### src/pkg/nsc_pkg.sv
// node switch configuration register bank: shared constants and types
// assumes register numbers are word indices on a plain config access port
package nsc_pkg;
  localparam int ADDR_W = 8;
  localparam int DATA_W = 32;

  // register numbers
  localparam logic [7:0] REG_NODE_IDENTITY_INFO = 8'h00;
  localparam logic [7:0] REG_SWITCH_TOPOLOGY_INFO = 8'h01;
  localparam logic [7:0] REG_SWITCH_LOCK_AND_HEADER = 8'h04;
  localparam logic [7:0] REG_NODE_NUMBER = 8'h05;
  localparam logic [7:0] REG_PLL_SETTINGS = 8'h06;
  localparam logic [7:0] REG_SWITCH_CLOCK_DIVIDER = 8'h07;
  localparam logic [7:0] REG_REFERENCE_CLOCK_DIVIDER = 8'h08;
  localparam logic [7:0] REG_JTAG_IDENTITY = 8'h09;
  localparam logic [7:0] REG_USER_CODE = 8'h0A;
  localparam logic [7:0] REG_ROUTE_DIRECTIONS_LOW = 8'h0C;
  localparam logic [7:0] REG_ROUTE_DIRECTIONS_HIGH = 8'h0D;

  // switch_lock_and_header fields
  localparam int LOCK_ALL_BIT = 31;
  localparam int LOCK_PLL_BIT = 8;
  localparam int HDR_ONE_BYTE_BIT = 0;

  // pll_settings fields
  localparam int PLL_NO_RESET_BIT = 31;
  localparam int PLL_NO_RELOCK_WAIT_BIT = 30;
  localparam int PLL_BYPASS_BIT = 29;
  localparam int PLL_BOOT_JTAG_BIT = 28;
  localparam logic [31:0] PLL_WRITE_MASK = 32'hF39F_FF7F;
  localparam logic [31:0] PLL_RESET_VAL = 32'h0000_0000;
  localparam int PLL_OUT_DIV_LSB = 23;
  localparam int PLL_OUT_DIV_W = 3;
  localparam int PLL_FB_MUL_LSB = 8;
  localparam int PLL_FB_MUL_W = 13;
  localparam int PLL_IN_DIV_LSB = 0;
  localparam int PLL_IN_DIV_W = 7;

  // 16-bit registers, direction tables and their resets
  localparam int HALF_W = 16;
  localparam logic [15:0] NODE_NUMBER_RESET = 16'h0000;
  localparam logic [15:0] SWITCH_CLK_DIV_RESET = 16'h0000;
  localparam logic [15:0] REF_CLK_DIV_RESET = 16'h0003;
  localparam logic [31:0] DIRECTIONS_RESET = 32'h0000_0000;

  // identification byte fields
  localparam int BYTE_W = 8;
  localparam int USER_LOW_W = 18;
  localparam int USER_HIGH_W = 14;

  // routing
  localparam int DIR_W = 4;
  localparam int DIM_W = 4;
  localparam int DIMS_PER_REG = 8;

  // tile reset pulse length in cycles
  localparam logic [3:0] TILE_RESET_CYCLES = 4'h4;

  typedef enum logic [1:0] {
    PLL_IDLE = 2'b00,
    PLL_RESET = 2'b01,
    PLL_WAIT_LOCK = 2'b10
  } nsc_pll_state_type;
endpackage

### src/hdl/nsc_node_config.sv
// node configuration register bank of the packet switch
// assumes one config access per cycle, synchronous to mclk, power-on reset on arst_n
`timescale 1ns/1ps

// Function
// - identity register read-only: boot pins, revision, version bytes
// - topology register read-only: link count, switch and device processor counts
// - lock bit 31 set refuses writes to every switch control register
// - lock bit 8 set blocks writes to the pll register
// - bit 0 selects header length: 0 two bytes, 1 one byte
// - node number is writable 16 bits, resets to zero
// - any pll write resets the tile unless suppressed
// - pll write with bit 31 set applies settings without reset
// - pll write bit 30 skips waiting for relock
// - pll bit 29 bypasses the pll, input clock passes through
// - pll bit 28 forces boot from jtag port
// - output divider bits 25:23 ratio is field plus one
// - feedback multiplier bits 20:8 ratio is field plus one
// - input divider bits 6:0 ratio is field plus one
// - switch clock divider writable 16 bits, resets to zero
// - reference clock divider writable 16 bits, resets to three
// - user code read-only: otp user code high, metal id low 18 bits
// - most significant bit differing from node number picks the direction entry
// - low direction register holds dimensions 0 to 7, nibble each
// - high direction register holds dimensions 8 to 15, nibble each
module nsc_node_config #(
  parameter logic [7:0] SWITCH_VERSION = 8'h01, // arbitrary value
  parameter logic [7:0] SWITCH_REVISION = 8'h00, // arbitrary value
  parameter logic [7:0] SERIAL_LINK_COUNT = 8'h08,
  parameter logic [7:0] SWITCH_PROC_COUNT = 8'h02,
  parameter logic [7:0] DEVICE_PROC_COUNT = 8'h02,
  parameter logic [31:0] JTAG_ID_CODE = 32'h1234_5001, // arbitrary value
  parameter logic [17:0] METAL_ID_CODE = 18'h00001 // arbitrary value
) (
  input wire logic mclk,
  input wire logic arst_n,
  input wire logic clk_en,
  input wire logic [7:0] boot_control_pins,
  input wire logic [13:0] otp_user_code,
  input wire logic cfg_wr,
  input wire logic cfg_rd,
  input wire logic [nsc_pkg::ADDR_W-1:0] cfg_addr,
  input wire logic [nsc_pkg::DATA_W-1:0] cfg_wdata,
  output logic [nsc_pkg::DATA_W-1:0] cfg_rdata,
  output logic cfg_rvalid,
  output logic cfg_wr_refused,
  input wire logic pll_locked,
  output logic tile_reset,
  output logic pll_busy,
  output logic pll_bypass,
  output logic boot_from_jtag,
  output logic [7:0] pll_out_div_ratio,
  output logic [13:0] pll_fb_mul_ratio,
  output logic [7:0] pll_in_div_ratio,
  output logic one_byte_headers,
  output logic [15:0] switch_clock_div,
  output logic [15:0] reference_clock_div,
  input wire logic [15:0] route_dest,
  output logic route_local,
  output logic [3:0] route_dimension,
  output logic [3:0] route_direction
);
  import nsc_pkg::*;

  // ------------------------------------------------------------
  // registers
  // ------------------------------------------------------------
  logic boot_captured_q;
  logic [7:0] boot_pins_q;
  logic lock_all_q;
  logic lock_pll_q;
  logic one_byte_q;
  logic [15:0] node_number_q;
  logic [31:0] pll_settings_q;
  logic [15:0] switch_clk_div_q;
  logic [15:0] ref_clk_div_q;
  logic [31:0] dirs_low_q;
  logic [31:0] dirs_high_q;
  logic [31:0] rdata_q;
  logic rvalid_q;
  logic refused_q;
  nsc_pll_state_type pll_state_q;
  logic [3:0] reset_cnt_q;
  logic pll_no_wait_q;

  logic wr_ok;
  logic wr_pll;
  logic [31:0] rdata_d;

  // ------------------------------------------------------------
  // write qualification
  // ------------------------------------------------------------
  // lock register itself is also a switch control register, so the lock is sticky
  assign wr_ok = cfg_wr && !lock_all_q;
  assign wr_pll = wr_ok && (cfg_addr == REG_PLL_SETTINGS) && !lock_pll_q
    && (pll_state_q == PLL_IDLE);

  always_ff @(posedge mclk or negedge arst_n) begin
    if (!arst_n) begin
      refused_q <= 1'b0;
    end else if (clk_en) begin
      refused_q <= cfg_wr && (lock_all_q
        || ((cfg_addr == REG_PLL_SETTINGS) && (lock_pll_q || pll_state_q != PLL_IDLE)));
    end
  end

  // ------------------------------------------------------------
  // boot pin capture after power-on reset
  // ------------------------------------------------------------
  always_ff @(posedge mclk or negedge arst_n) begin
    if (!arst_n) begin
      boot_captured_q <= 1'b0;
      boot_pins_q <= 8'h00;
    end else if (clk_en && !boot_captured_q) begin
      boot_captured_q <= 1'b1;
      boot_pins_q <= boot_control_pins;
    end
  end

  // ------------------------------------------------------------
  // switch configuration and node number
  // ------------------------------------------------------------
  always_ff @(posedge mclk or negedge arst_n) begin
    if (!arst_n) begin
      lock_all_q <= 1'b0;
      lock_pll_q <= 1'b0;
      one_byte_q <= 1'b0;
    end else if (clk_en && wr_ok && cfg_addr == REG_SWITCH_LOCK_AND_HEADER) begin
      lock_all_q <= cfg_wdata[LOCK_ALL_BIT];
      lock_pll_q <= cfg_wdata[LOCK_PLL_BIT];
      one_byte_q <= cfg_wdata[HDR_ONE_BYTE_BIT];
    end
  end

  always_ff @(posedge mclk or negedge arst_n) begin
    if (!arst_n) begin
      node_number_q <= NODE_NUMBER_RESET;
    end else if (clk_en && wr_ok && cfg_addr == REG_NODE_NUMBER) begin
      node_number_q <= cfg_wdata[HALF_W-1:0];
    end
  end

  // ------------------------------------------------------------
  // clock dividers
  // ------------------------------------------------------------
  always_ff @(posedge mclk or negedge arst_n) begin
    if (!arst_n) begin
      switch_clk_div_q <= SWITCH_CLK_DIV_RESET;
    end else if (clk_en && wr_ok && cfg_addr == REG_SWITCH_CLOCK_DIVIDER) begin
      switch_clk_div_q <= cfg_wdata[HALF_W-1:0];
    end
  end

  always_ff @(posedge mclk or negedge arst_n) begin
    if (!arst_n) begin
      ref_clk_div_q <= REF_CLK_DIV_RESET;
    end else if (clk_en && wr_ok && cfg_addr == REG_REFERENCE_CLOCK_DIVIDER) begin
      ref_clk_div_q <= cfg_wdata[HALF_W-1:0];
    end
  end

  // ------------------------------------------------------------
  // direction tables
  // ------------------------------------------------------------
  always_ff @(posedge mclk or negedge arst_n) begin
    if (!arst_n) begin
      dirs_low_q <= DIRECTIONS_RESET;
      dirs_high_q <= DIRECTIONS_RESET;
    end else if (clk_en && wr_ok) begin
      if (cfg_addr == REG_ROUTE_DIRECTIONS_LOW) begin
        dirs_low_q <= cfg_wdata;
      end
      if (cfg_addr == REG_ROUTE_DIRECTIONS_HIGH) begin
        dirs_high_q <= cfg_wdata;
      end
    end
  end

  // ------------------------------------------------------------
  // pll settings and tile reset sequencing
  // ------------------------------------------------------------
  always_ff @(posedge mclk or negedge arst_n) begin
    if (!arst_n) begin
      pll_settings_q <= PLL_RESET_VAL;
    end else if (clk_en && wr_pll) begin
      pll_settings_q <= cfg_wdata & PLL_WRITE_MASK;
    end
  end

  always_ff @(posedge mclk or negedge arst_n) begin
    if (!arst_n) begin
      pll_state_q <= PLL_IDLE;
      reset_cnt_q <= 4'h0;
      pll_no_wait_q <= 1'b0;
    end else if (clk_en) begin
      unique case (pll_state_q)
        PLL_IDLE: begin
          if (wr_pll) begin
            pll_no_wait_q <= cfg_wdata[PLL_NO_RELOCK_WAIT_BIT];
            if (!cfg_wdata[PLL_NO_RESET_BIT]) begin
              pll_state_q <= PLL_RESET;
              reset_cnt_q <= TILE_RESET_CYCLES;
            end else if (!cfg_wdata[PLL_NO_RELOCK_WAIT_BIT]) begin
              pll_state_q <= PLL_WAIT_LOCK;
            end
          end
        end
        PLL_RESET: begin
          reset_cnt_q <= reset_cnt_q - 4'h1;
          if (reset_cnt_q == 4'h1) begin
            pll_state_q <= pll_no_wait_q ? PLL_IDLE : PLL_WAIT_LOCK;
          end
        end
        PLL_WAIT_LOCK: begin
          if (pll_locked) begin
            pll_state_q <= PLL_IDLE;
          end
        end
        default: begin
          pll_state_q <= PLL_IDLE;
        end
      endcase
    end
  end

  assign tile_reset = (pll_state_q == PLL_RESET);
  assign pll_busy = (pll_state_q != PLL_IDLE);
  assign pll_bypass = pll_settings_q[PLL_BYPASS_BIT];
  assign boot_from_jtag = pll_settings_q[PLL_BOOT_JTAG_BIT];
  assign pll_out_div_ratio = 8'(pll_settings_q[PLL_OUT_DIV_LSB +: PLL_OUT_DIV_W]) + 8'h01;
  assign pll_fb_mul_ratio = {1'b0, pll_settings_q[PLL_FB_MUL_LSB +: PLL_FB_MUL_W]} + 14'h0001;
  assign pll_in_div_ratio = {1'b0, pll_settings_q[PLL_IN_DIV_LSB +: PLL_IN_DIV_W]} + 8'h01;

  assign one_byte_headers = one_byte_q;
  assign switch_clock_div = switch_clk_div_q;
  assign reference_clock_div = ref_clk_div_q;

  // ------------------------------------------------------------
  // read path
  // ------------------------------------------------------------
  always_comb begin
    rdata_d = 32'h0000_0000;
    unique case (cfg_addr)
      REG_NODE_IDENTITY_INFO: rdata_d = {8'h00, boot_pins_q, SWITCH_REVISION, SWITCH_VERSION};
      REG_SWITCH_TOPOLOGY_INFO: begin
        rdata_d = {8'h00, SERIAL_LINK_COUNT, SWITCH_PROC_COUNT, DEVICE_PROC_COUNT};
      end
      REG_SWITCH_LOCK_AND_HEADER: begin
        rdata_d[LOCK_ALL_BIT] = lock_all_q;
        rdata_d[LOCK_PLL_BIT] = lock_pll_q;
        rdata_d[HDR_ONE_BYTE_BIT] = one_byte_q;
      end
      REG_NODE_NUMBER: rdata_d = {16'h0000, node_number_q};
      REG_PLL_SETTINGS: rdata_d = pll_settings_q;
      REG_SWITCH_CLOCK_DIVIDER: rdata_d = {16'h0000, switch_clk_div_q};
      REG_REFERENCE_CLOCK_DIVIDER: rdata_d = {16'h0000, ref_clk_div_q};
      REG_JTAG_IDENTITY: rdata_d = JTAG_ID_CODE;
      REG_USER_CODE: rdata_d = {otp_user_code, METAL_ID_CODE};
      REG_ROUTE_DIRECTIONS_LOW: rdata_d = dirs_low_q;
      REG_ROUTE_DIRECTIONS_HIGH: rdata_d = dirs_high_q;
      default: rdata_d = 32'h0000_0000;
    endcase
  end

  always_ff @(posedge mclk or negedge arst_n) begin
    if (!arst_n) begin
      rdata_q <= 32'h0000_0000;
      rvalid_q <= 1'b0;
    end else if (clk_en) begin
      rvalid_q <= cfg_rd;
      if (cfg_rd) begin
        rdata_q <= rdata_d;
      end
    end
  end

  assign cfg_rdata = rdata_q;
  assign cfg_rvalid = rvalid_q;
  assign cfg_wr_refused = refused_q;

  // ------------------------------------------------------------
  // routing
  // ------------------------------------------------------------
  nsc_route_select u_route (
    .dest(route_dest),
    .node(node_number_q),
    .dirs_low(dirs_low_q),
    .dirs_high(dirs_high_q),
    .local_hit(route_local),
    .dimension(route_dimension),
    .direction(route_direction)
  );
endmodule

### src/hdl/nsc_route_select.sv
// finds most significant differing bit between destination and node number
// assumes purely combinational use inside the register bank
`timescale 1ns/1ps
module nsc_route_select (
  input wire logic [15:0] dest,
  input wire logic [15:0] node,
  input wire logic [31:0] dirs_low,
  input wire logic [31:0] dirs_high,
  output logic local_hit,
  output logic [3:0] dimension,
  output logic [3:0] direction
);
  import nsc_pkg::*;

  logic [15:0] diff;
  logic [63:0] all_dirs;

  assign diff = dest ^ node;
  assign all_dirs = {dirs_high, dirs_low};
  assign local_hit = (diff == 16'h0000);

  always_comb begin
    dimension = 4'h0;
    for (int i = 0; i < 16; i++) begin
      if (diff[i]) begin
        dimension = 4'(i);
      end
    end
  end

  assign direction = all_dirs[dimension * DIR_W +: DIR_W];
endmodule

### config.mk
export PLATFORM = sky130hd
export DESIGN_NAME = nsc_node_config
export DESIGN_NICKNAME = d
export VERILOG_FILES = /design/src/pkg/nsc_pkg.sv /design/src/hdl/nsc_node_config.sv /design/src/hdl/nsc_route_select.sv
export SDC_FILE = /design/constraint.sdc
export NUM_CORES = 1
export LEC_CHECK = 0
export BUFFER_PORTS_ARGS = -buffer_cell sky130_fd_sc_hd__buf_2
export CORE_AREA = 3 3 180 226
export DETAILED_ROUTE_END_ITERATION = 12
export DIE_AREA = 0 0 183 229
export GPL_TIMING_DRIVEN = 0
export HOLD_SLACK_MARGIN = 0.15
export MAX_ROUTING_LAYER = met4
export SYNTH_ARGS = -nofsm -noshare
export SYNTH_HDL_FRONTEND = slang
export SYNTH_SLANG_ARGS = --single-unit
### constraint.sdc
create_clock -name mclk -period 3 [get_ports mclk]
set_input_delay 0.45 -clock mclk [delete_from_list [all_inputs] [get_ports mclk]]
set_output_delay 0.45 -clock mclk [all_outputs]
set_load 0.03 [all_outputs]
Word-level counts from Yosys, hierarchy flattened
Index checks and enable logic that the tools add are counted.
- register bits after elaboration: 192
- latch bits: 0
- memory bits (writable): 0
- bits in read-only memories: 0
- logic and storage cells: 101
- memories: 0
- add/subtract/negate cells: 4
- multipliers: 0
- div/mod/pow operators: 0
- order comparisons: 0
- eq/ne operators: 18
- shift operators: 1
- muxes and demuxes: 30
- bitwise operators: 1
- reduce and logical (&&, ||, !) cells: 30
- operators with widths (cell ; number):
    one-hot mux 22 bit (10 select lines) ; 1
    variable part select 64 x 7 -> 4 bit ; 1
    one-hot mux 7 bit (7 select lines) ; 1
    equality test 8 x 4 -> 1 bit, second input constant ; 5
    two-way mux 4 bit ; 10
    equality test 8 x 3 -> 1 bit, second input constant ; 4
    zero test 16 bit ; 1
    two-way mux 2 bit ; 8
    XOR 16 bit ; 1
    adder 13 x 1 -> 14 bit, second input constant ; 1
    logical AND 1 bit ; 13
    two-way mux 3 bit ; 4
    adder 7 x 1 -> 8 bit, second input constant ; 1
    equality test 8 x 1 -> 1 bit, second input constant ; 1
    zero test 8 bit ; 1
    one-hot mux 1 bit (8 select lines) ; 1
    one-hot mux 4 bit (2 select lines) ; 1
    one-hot mux 1 bit (7 select lines) ; 1
    inequality test 2 bit, second input constant ; 3
    one-hot mux 2 bit (3 select lines) ; 1
    AND reduction 2 bit ; 3
    one-hot mux 1 bit (5 select lines) ; 1
    AND reduction 5 bit ; 1
    adder 3 x 1 -> 4 bit, second input constant ; 1
    other kinds (14) ; 18

Depth between registers and ports, before layout
Gate-level depths: netlist of run 1.
- word-level depth: 17
- mapped depth: 9
- mapped depth without buffers: 8

Cells and area by module
A second synthesis of run 1 with hierarchy kept.
- cell total of the unflattened synthesis: 851
- area, all modules: 9964.6 um^2
- modules (own cells, without submodules) (module ; times used ; cells an instance ; area each (um^2) ; seq. area each (um^2)):
    nsc_node_config ; 1 ; 710 ; 8964.8 ; 4807.1
    nsc_route_select ; 1 ; 141 ; 999.7 ; 0.0

Least setup slack after synthesis of run 1
Ideal clock, no wire load.
- path type: input to output
- start point: input route_dest[11]
- end point: output route_direction[0]
- data arrival time: 2567 ps
- slack: -17 ps
- stages: 8
- buffers on the path: 1
- path through: xor2_1 or4_4 a21oi_4 o311ai_4 buf_6 mux2i_1 o22ai_1 or4_1
- word-level cells in the longest chain between the ends: 7
- RTL lines (what ; RTL line ; source):
    start: declaration ; nsc_node_config.sv:58 ; input wire logic [15:0] route_dest,
    XOR 16 bit ; nsc_route_select.sv:18 ; assign diff = dest ^ node;
    two-way mux 4 bit (5 in a row) ; nsc_route_select.sv:25 ; if (diff[i]) begin
    variable part select 64 x 7 -> 4 bit ; nsc_route_select.sv:31 ; assign direction = all_dirs[dimension * DIR_W +: DIR_W];
    end: declaration ; nsc_node_config.sv:61 ; output logic [3:0] route_direction
No other way between the ends.

Worst setup path in the final report of run 1
- start point: register node_number_q[10]
- end point: output route_direction[2]
- word-level cells in the longest chain between the ends: 8
- RTL lines (what ; RTL line ; source):
    start: declaration ; nsc_node_config.sv:73 ; logic [15:0] node_number_q;
    start signal: assignment ; nsc_node_config.sv:139 ; node_number_q <= cfg_wdata[HALF_W-1:0];
    XOR 16 bit ; nsc_route_select.sv:18 ;
    two-way mux 4 bit (6 in a row) ; nsc_route_select.sv:25 ;
    variable part select 64 x 7 -> 4 bit ; nsc_route_select.sv:31 ;
No other way between the ends.

==> reports/results.env, run 1 <==
OUTCOME='finished with violations'
FAILED_CHECKS='negative setup slack'
CRITICAL_PATH_DATA_REQUIRED_TIME_PS=2550
TIGHTEST_SLEW_PS=1350
CLOCK_LATENCY_PS=450
FP.DIEW_UM=183
VIA_COUNT_OF_THE_FIRST_GLOBAL_ROUTING_PASS=7953
CTS_TREE='yes'
FIRSTDRTPASSITERS=7
YOSYSWARNINGS=0
GRT_PASS1_WL_MM=52.6
SYNTH.AVG_CELL_AREA_UM2=11.8
SYNTH-SEQ-CELLS=192
PERIOD_NEEDED_PS=3690
TOTAL_SWITCHING_POWER_uW=1580
DETAIL_ROUTE.DRC_VIOLATIONS=0
DOMINANTREGCELLSYNTH='sky130_fd_sc_hd__dfrtp_1'
FINAL_LAYOUT_SIZE_SUFFIX_GT1_SHARE_PCT=41.7
HTREE_NUM_LEVELS=4
VIASPERCELL=4.99
GRT.BUSIEST_LAYER='met2'
SETUP_CP_TYPE='reg -> out'
ANTENNA_FOUND_INITIAL=2
FINALNETCOUNT=1134
CTS_MADE_BUFFERS=17
SW_FRAC_OF_TOTAL_PCT=27.9
COMBINATIONALPOWERSHARE_PCT=11.2
P_LEAK_uW=0.00609
WORST-PATH-BUF-INV=3
REPORT.FINAL.SLEW_VIOL_COUNT=0
NUMCLOCKSINKS=192
FINALWIRELENGTH_MM=36.1
MAX-CAP-VIOLATIONS=0
WORST_HOLD_STARTPOINT='boot_control_pins[2]'
DRT-WIRELENGTH-PER-CELL_UM=23.2
REPORT.FINAL.SETUP_VIOL=5
P_CLK_SHARE_PCT=40.2
INITIAL_CORE_UTIL_PCT=24.8
MULTI_INPUT_AREA_UM2=4830
GROUTE.LAYER.MET2.USAGE_PCT=28.1
MOSTFREQUENTLAYOUTCELL='sky130_fd_sc_hd__buf_2'
GRT_START_MAX_NET_PINS=125
NETLIST_AREA_UM2=9670
R2R_SETUP_SLACK_PS=610
GRT_UTIL_MET3_PCT=3.84
PWR_DENS_nW_PER_UM2=461
SEQ_AREA_FRAC_SYNTH_PCT=49.7
FINAL_ANTENNA_NET_COUNT=0
FLOW.AREA_GROWTH_FROM_SYNTHESIS_PCT=27.3
CRITICAL_PATH.MAX_STAGE_DELAY_PS=580
CRIT_FANOUT=6
DIE_HEIGHT_UM=229
REG_TO_REG_START='pll_state_q[0]$_DFFE_PN0P_'
MOSTFREQUENTLAYOUTCELLS='sky130_fd_sc_hd__buf_2 (194), sky130_fd_sc_hd__dfrtp_1 (189), sky130_fd_sc_hd__mux2_2 (137)'
SYNTHDISTINCTLIBCELLS=65
POWER_uW=5670
WORST_PATH_DOMINANT_CELL_FAMILY='simple AND/OR/NAND/NOR gates'
SEQUENTIAL_CELL_AREA_UM2=4810
SYN-INSTANCE-COUNT=822
TIMING.FINAL.HOLD_VIOLATIONS=0
GRT-OVFL-TOTAL=0
WORSTSETUPSTARTPOINTTYPE='flip-flop'
INTPOWER_uW=4080
SYNTH-ASYNC-RESET-RATIO_PCT=100
NUM_ROWS=81
CELL_TYPES_WITH_THE_LARGEST_AREA_SHARE_AFTER_SYNTHESIS='sky130_fd_sc_hd__dfrtp_1 (49%), sky130_fd_sc_hd__mux2_2 (16%), sky130_fd_sc_hd__mux2i_1 (5.7%), sky130_fd_sc_hd__nand2_1 (2.4%), sky130_fd_sc_hd__mux2_1 (1.6%)'
CLOCK.FMAX_MHz=271
WORSTPATHARRIVAL_PS=3240
CLOCK-SKEW-FINAL_PS=14.4
TIMING.REG2REG.WORST_PATH_DEPTH=5
DPL.HPWL_MM=27.3
PERIOD_SHARE_PCT=123
AREA_OF_THE_CORE_UM2=38900
RSZ0062_AT_GRT='yes'
HP-CLASS='in -> reg'
POST-PLACE-WS_PS=-1110
IO_BUFFER_COUNT=186
CTS_MAX_PATH_BUFFERS=2
CLOCK_TREE.ROOT_CELL='sky130_fd_sc_hd__clkbuf_16'
DESIGN.PORTCOUNT=194
HOLD-PATH-CELL-COUNT=2
VIAS=7773
TIMING.CRITICAL_PATH.TO_TYPE='output port'
TIMING.SLEW.HEADROOM_PCT=8.72
REGTOREGENDPOINT='pll_settings_q[11]$_DFFE_PN0P_'
WORST_SLACK_PS=-692
HOLD_PATH_END='boot_pins_q[2]$_DFFE_PN0P_'
POST_SYNTH_EDFFS=0
VDD_DROP_MAX_V=0.000398
YOSYS.AREA.TOP_TYPE_SHARE_PCT=49.2
DIE_AREA_UM2=41900
SYNTH_TOP_CELL_BY_AREA='sky130_fd_sc_hd__dfrtp_1'
GR-USAGE-ALL-LAYERS_PCT=17.6
CRITICAL_PATH.CELL_CHAIN='xor2_1, or4_4, a21oi_4, o311ai_4, buf_12, buf_12, mux2i_4, o22ai_1, or4_4, buf_6'
CRITICAL-PATH-SLOWEST-CELL='sky130_fd_sc_hd__or4_4'
ROUTABILITYCONGESTION=0.886
FILLERINSTANCES=4055
PATH_CLK_SLEW_PS=80
GROUTE.LAYER.MET1.USAGE_PCT=22.2
DETAILEDROUTE.FIRSTITERATIONVIOLATIONS=636
P_SEQ_SHARE_PCT=48.7
how the worst max path moves through the flow:
stage	start	to	slack [ps]	cells after the start
2_1_floorplan	route_dest[11]	route_direction[0]	70	8
3_3_place_gp	arst_n	pll_settings_q[6]$_DFFE_PN0P_	-1760	1
3_5_place_dp	cfg_addr[5]	switch_clock_div[11]$_DFFE_PN0P_	-1110	8
4_1_cts	node_number_q[7]$_DFFE_PN0P_	route_direction[2]	-710	10
5_1_grt	node_number_q[10]$_DFFE_PN0P_	route_direction[2]	-750	10
6_report	node_number_q[10]$_DFFE_PN0P_	route_direction[2]	-690	10
synthesized netlist by cell type, drive strengths merged (7+ instances only):
library cell	n
dfrtp	190
mux2	151
nand2	61
mux2i	55
o21ai	36
a21oi	28
nor2	26
buf	23
clkbuf	23
o22ai	20
xor2	19
xnor2	17
inv	15
nand3	15
a221oi	12
a21o	11
a222oi	11
nor3	11
nor2b	9
and3	8
a22o	7
nand2b	7
o211ai	7
registers in the layout (all words and copies together), names as in the netlist:
register	cells
boot_captured_q	1
boot_pins_q	8
cfg_rdata	32
cfg_rvalid	1
cfg_wr_refused	1
dirs_high_q	32
dirs_low_q	32
lock_all_q	1
lock_pll_q	1
node_number_q	16
one_byte_headers	1
pll_no_wait_q	1
pll_settings_q	27
pll_state_q	2
reference_clock_div	16
reset_cnt_q	4
switch_clock_div	16
cell families after synthesis:
family / count (synthesis) / synth area share [%]
adder cells (fa/ha/maj): 5 / 0.647
AO/OA/AOI/OAI: 156 / 11.2
multiplexers: 206 / 23.3
AND/OR/NAND/NOR: 165 / 8.71
flip-flops: 192 / 49.7
other: 1 / 0.0388
XOR/XNOR: 36 / 3.42
buffers and inverters: 61 / 2.93
repair_timing:
item / in CTS / in global routing
resized for setup: 47 / 14
setup endpoints to repair: 84 / 19
pin swaps: 7 / 6
hold buffers: 1 / 0
gates cloned: 2 / 0
endpoints found under the hold margin: 66 / 0
setup buffers: 7 / 6
stage by stage:
stage	utilization [%]	TNS (ps)	cell area [um^2]	hold WS, ps	std cells
final	31.6	-2750	12300	232	1558
after global routing	31.6	-3030	12300	230	1558
after CTS	31.3	-2840	12200	217	1550
after detailed placement	29.0	-78470	11300	450	1510
after global placement	28.9	-409460	11200	451	1509
after floorplan	-	0	9690	154	825
power groups by stage:
stage                     Combinational [uW]  Clock [uW]  Sequential (uW)
after floorplan                          289           0             2810
after global placement                   573           0             2800
after detailed placement                 587           0             2800
after CTS                                631        2330             2760
after global routing                     685        2430             2770
final                                    633        2280             2760
routing by layer:
layer	routed length, um	part of all wire (%)	vias up
li1	-	-	3488
met5	0	0	-
met3	2260	6.3	47
met2	17300	48	286
met4	1060	2.9	0
met1	15500	43	3952
worst reg2reg max path, stage by stage (launching register included):
cell and delay [ps]:
sky130_fd_sc_hd__dfrtp_1 360, sky130_fd_sc_hd__clkbuf_1 170, sky130_fd_sc_hd__or2_2 360, sky130_fd_sc_hd__nor4b_4 550
sky130_fd_sc_hd__buf_2 450, sky130_fd_sc_hd__mux2_2 390
cell type report:
class                           instances  share of cell area, %
Antenna cell                            2                 0.0407
Buffer                                 45                   1.98
Inverter                               15                  0.458
Timing Repair Buffer                  202                   9.44
Multi-Input combinational cell        572                   39.3
Sequential cell                       192                   39.1
Clock inverter                         15                   1.19
Tap cell                              498                   5.06
Clock buffer                           17                   3.46
No activity file was read; power rests on OpenSTA's default activity.
==> inputs of run 2 (changes only) <==
- CTS_BUF_LIST: not set -> sky130_fd_sc_hd__clkbuf_8 sky130_fd_sc_hd__clkbuf_16
- TNS_END_PERCENT: not set -> 10
==> run 2 against run 1 <==
The run still ends with negative setup slack left. Register-to-register slack is essentially flat. Die area stayed put. Wire length increased by 0.68%. Core utilization shrank 0.051 points. Critical path type unchanged. Non-clock buffer count is 5 lower. Critical endpoint is now route_direction[0]. Critical path depth is the same. Fmax down 1.2%. First-iteration DRC count up 7.5%. Sequential share of layout area rose by 0.074 points. Via count up 0.30%. Count of clock-buffer cells in the layout did not move. Setup slack lost 46 ps.
==> reports/results.env, run 2 (synthesis results as in run 1) <==
OUTCOME='finished with violations'
FAILED_CHECKS='negative setup slack'
TIGHTEST_SLEW_PS=1310  # -41.6 ps
FIN_WORST_HOLD_SLACK_PS=232  # -0.524 ps
FINAL_ANTENNA_NET_COUNT=0  # unchanged
REPORT.FINAL.SETUP_VIOL=5  # unchanged
GRT_UTIL_MET3_PCT=3.73  # -0.11 points
PLACE.DETAILED.INSTANCES=1511  # +0.066%
AREA_OF_THE_CORE_UM2=38900  # unchanged
CTS_MADE_BUFFERS=17  # unchanged
FINISH.UTILIZATION_PCT=31.6  # -0.051 points
GRT_PASS1_WL_MM=52.9  # +0.50%
VIAS=7796  # +0.30%
NUM_ROWS=81  # unchanged
GR-USAGE-ALL-LAYERS_PCT=17.6  # +0.060 points
FIRSTDRTPASSITERS=6  # -1
TIMING.SLEW.HEADROOM_PCT=11.5  # +2.8 points
CTS_MAX_PATH_BUFFERS=2  # unchanged
HTREE_NUM_LEVELS=4  # unchanged
DETAILEDROUTE.FIRSTITERATIONVIOLATIONS=684  # +7.5%
DRT-WIRELENGTH-PER-CELL_UM=23.4  # +0.94%
CLOCK-SKEW-FINAL_PS=16.4  # +2.08 ps
CLOCK.FMAX_MHz=268  # -1.2%
FINALNETCOUNT=1129  # -0.44%
REPORT.FINAL.SLEW_VIOL_COUNT=0  # unchanged
NUMCLOCKSINKS=192  # unchanged
FP.DIEW_UM=183  # unchanged
FIN_CELLS=1554  # -0.26%
TIMING.CRITICAL_PATH.TO_TYPE='output port'
FLOW.AREA_GROWTH_FROM_SYNTHESIS_PCT=27.1
POWER_uW=5650  # -0.33%
PATH_CLK_SLEW_PS=80  # about the same
P_LEAK_uW=0.00605  # -0.65%
CRIT_FANOUT=7  # +1
WORSTSETUPSTARTPOINTTYPE='flip-flop'
MOSTFREQUENTLAYOUTCELLS='sky130_fd_sc_hd__buf_2 (193), sky130_fd_sc_hd__dfrtp_1 (188), sky130_fd_sc_hd__mux2_2 (137)'
WORST_HOLD_STARTPOINT='boot_control_pins[2]'
HP-CLASS='in -> reg'
WORST_SLACK_PS=-738  # -46.0 ps
GROUTE.LAYER.MET2.USAGE_PCT=28.7  # +0.60 points
ANTENNA_FOUND_INITIAL=2  # unchanged
SETUP_CP_TYPE='reg -> out'
INITIAL_CORE_UTIL_PCT=24.8  # unchanged
DPL.HPWL_MM=27.5  # +0.81%
HOLD-PATH-CELL-COUNT=2  # unchanged
TIMING.FINAL.HOLD_VIOLATIONS=0  # unchanged
REG_TO_REG_START='pll_state_q[0]$_DFFE_PN0P_'
FINALWIRELENGTH_MM=36.3  # +0.68%
DESIGN.PORTCOUNT=194  # unchanged
CLOCK_TREE.ROOT_CELL='sky130_fd_sc_hd__clkbuf_16'
VIASPERCELL=5.02  # +0.55%
VDD_DROP_MAX_V=0.000393  # -1.1%
GRT-OVFL-TOTAL=0  # unchanged
FINAL_LAYOUT_SIZE_SUFFIX_GT1_SHARE_PCT=41.1  # -0.56 points
FINAL_AREA_UM2=12300  # -0.16%
MAX-CAP-VIOLATIONS=0  # unchanged
CLOCK_LATENCY_PS=450  # about the same
HOLD_PATH_END='boot_pins_q[2]$_DFFE_PN0P_'
ROUTABILITYCONGESTION=0.871  # -1.6%
GRT_START_MAX_NET_PINS=103  # -18%
PERIOD_SHARE_PCT=125  # +1.5 points
CRITICAL_PATH_DATA_REQUIRED_TIME_PS=2550  # about the same
WORSTPATHARRIVAL_PS=3290  # +50 ps
R2R_SETUP_SLACK_PS=620  # about the same
DIE_HEIGHT_UM=229  # unchanged
DIE_AREA_UM2=41900  # unchanged
GRT.BUSIEST_LAYER='met2'
PLACEMENT.CELL_AREA_UM2=11300  # about the same
PERIOD_NEEDED_PS=3740  # +46.0 ps
IO_BUFFER_COUNT=186  # unchanged
MOSTFREQUENTLAYOUTCELL='sky130_fd_sc_hd__buf_2'
REGTOREGENDPOINT='pll_settings_q[4]$_DFFE_PN0P_'
GROUTE.LAYER.MET1.USAGE_PCT=22.5  # +0.34 points
TIMING.REG2REG.WORST_PATH_DEPTH=5  # unchanged
PWR_DENS_nW_PER_UM2=460  # -0.17%
VIA_COUNT_OF_THE_FIRST_GLOBAL_ROUTING_PASS=7938  # -0.19%
RSZ0062_AT_GRT='yes'
CTS_TREE='yes'
DETAIL_ROUTE.DRC_VIOLATIONS=0  # unchanged
[run 2: changes by cell type in the layout (fill, tap and decap cells not counted), sizes merged]
cell      delta
buf          -5
bufinv       -1
clkinv       +2
clkinvlp     -3
diode        +1
inv          +2
[run 2: worst max path at each step]
| stage | to | cells after the start | start |
|---|---|---|---|
| global route | route_direction[0] | 10 | node_number_q[10]$_DFFE_PN0P_ |
| floorplan | route_direction[1] | 8 | route_dest[11] |
| CTS | route_direction[2] | 10 | node_number_q[7]$_DFFE_PN0P_ |
| finish | route_direction[0] | 10 | node_number_q[10]$_DFFE_PN0P_ |
| global placement | switch_clock_div[11]$_DFFE_PN0P_ | 1 | arst_n |
| detailed placement | switch_clock_div[13]$_DFFE_PN0P_ | 8 | cfg_addr[5] |
[run 2: where the power goes]
group	internal [uW]	switching [uW]	leakage, uW	total, uW
logic	244	394	0.00316	638
registers	2670	87.6	0.00261	2760
clock network	1100	1150	0.000280	2250
[run 2: critical path, stage by stage (launching register included)]
cell and delay [ps]:
sky130_fd_sc_hd__dfrtp_2 450, sky130_fd_sc_hd__xor2_2 160, sky130_fd_sc_hd__or4_4 540, sky130_fd_sc_hd__a21oi_4 170, sky130_fd_sc_hd__o311ai_4 110, sky130_fd_sc_hd__buf_12 190, sky130_fd_sc_hd__clkbuf_16 170, sky130_fd_sc_hd__mux2i_2 200
sky130_fd_sc_hd__o22ai_1 100, sky130_fd_sc_hd__or4_4 580, sky130_fd_sc_hd__buf_6 160
[run 2: area by class of cell]
| class | count | area [um^2] |
|---|---|---|
| fillers | 4050 | 26600 |
| multi-input cells | 572 | 4850 |
| flip-flops and latches | 192 | 4810 |
| repair buffers | 197 | 1120 |
| well taps | 498 | 623 |
| clock buffers | 17 | 425 |
| plain buffers | 45 | 259 |
| clock inverters | 15 | 135 |
| inverters | 15 | 56.3 |
| diodes | 3 | 7.51 |
[run 2: what timing repair did]
item	4_1_cts	5_1_grt
endpoints found under the setup margin	78	42
pin swaps	6	6
gates cloned	1	1
hold endpoints to repair	99	0
setup buffers	6	0
hold buffers	1	0
gates resized for setup	48	18
[run 2: per-stage QoR]
step	setup slack (ps)	TNS [ps]
CTS	-722	-3040
floorplan	-17.0	-46.0
global route	-796	-3670
global placement	-1770	-413340
detailed placement	-1100	-81090
finish	-738	-3100
[run 2: layer usage]
layer | up-vias | routed length (um) | part of all wire [%]
li1 | 3477 | - | -
met1 | 3960 | 15400 | 42
met2 | 320 | 17900 | 49
met3 | 39 | 2390 | 6.6
met4 | 0 | 608 | 1.7
met5 | - | 0 | 0
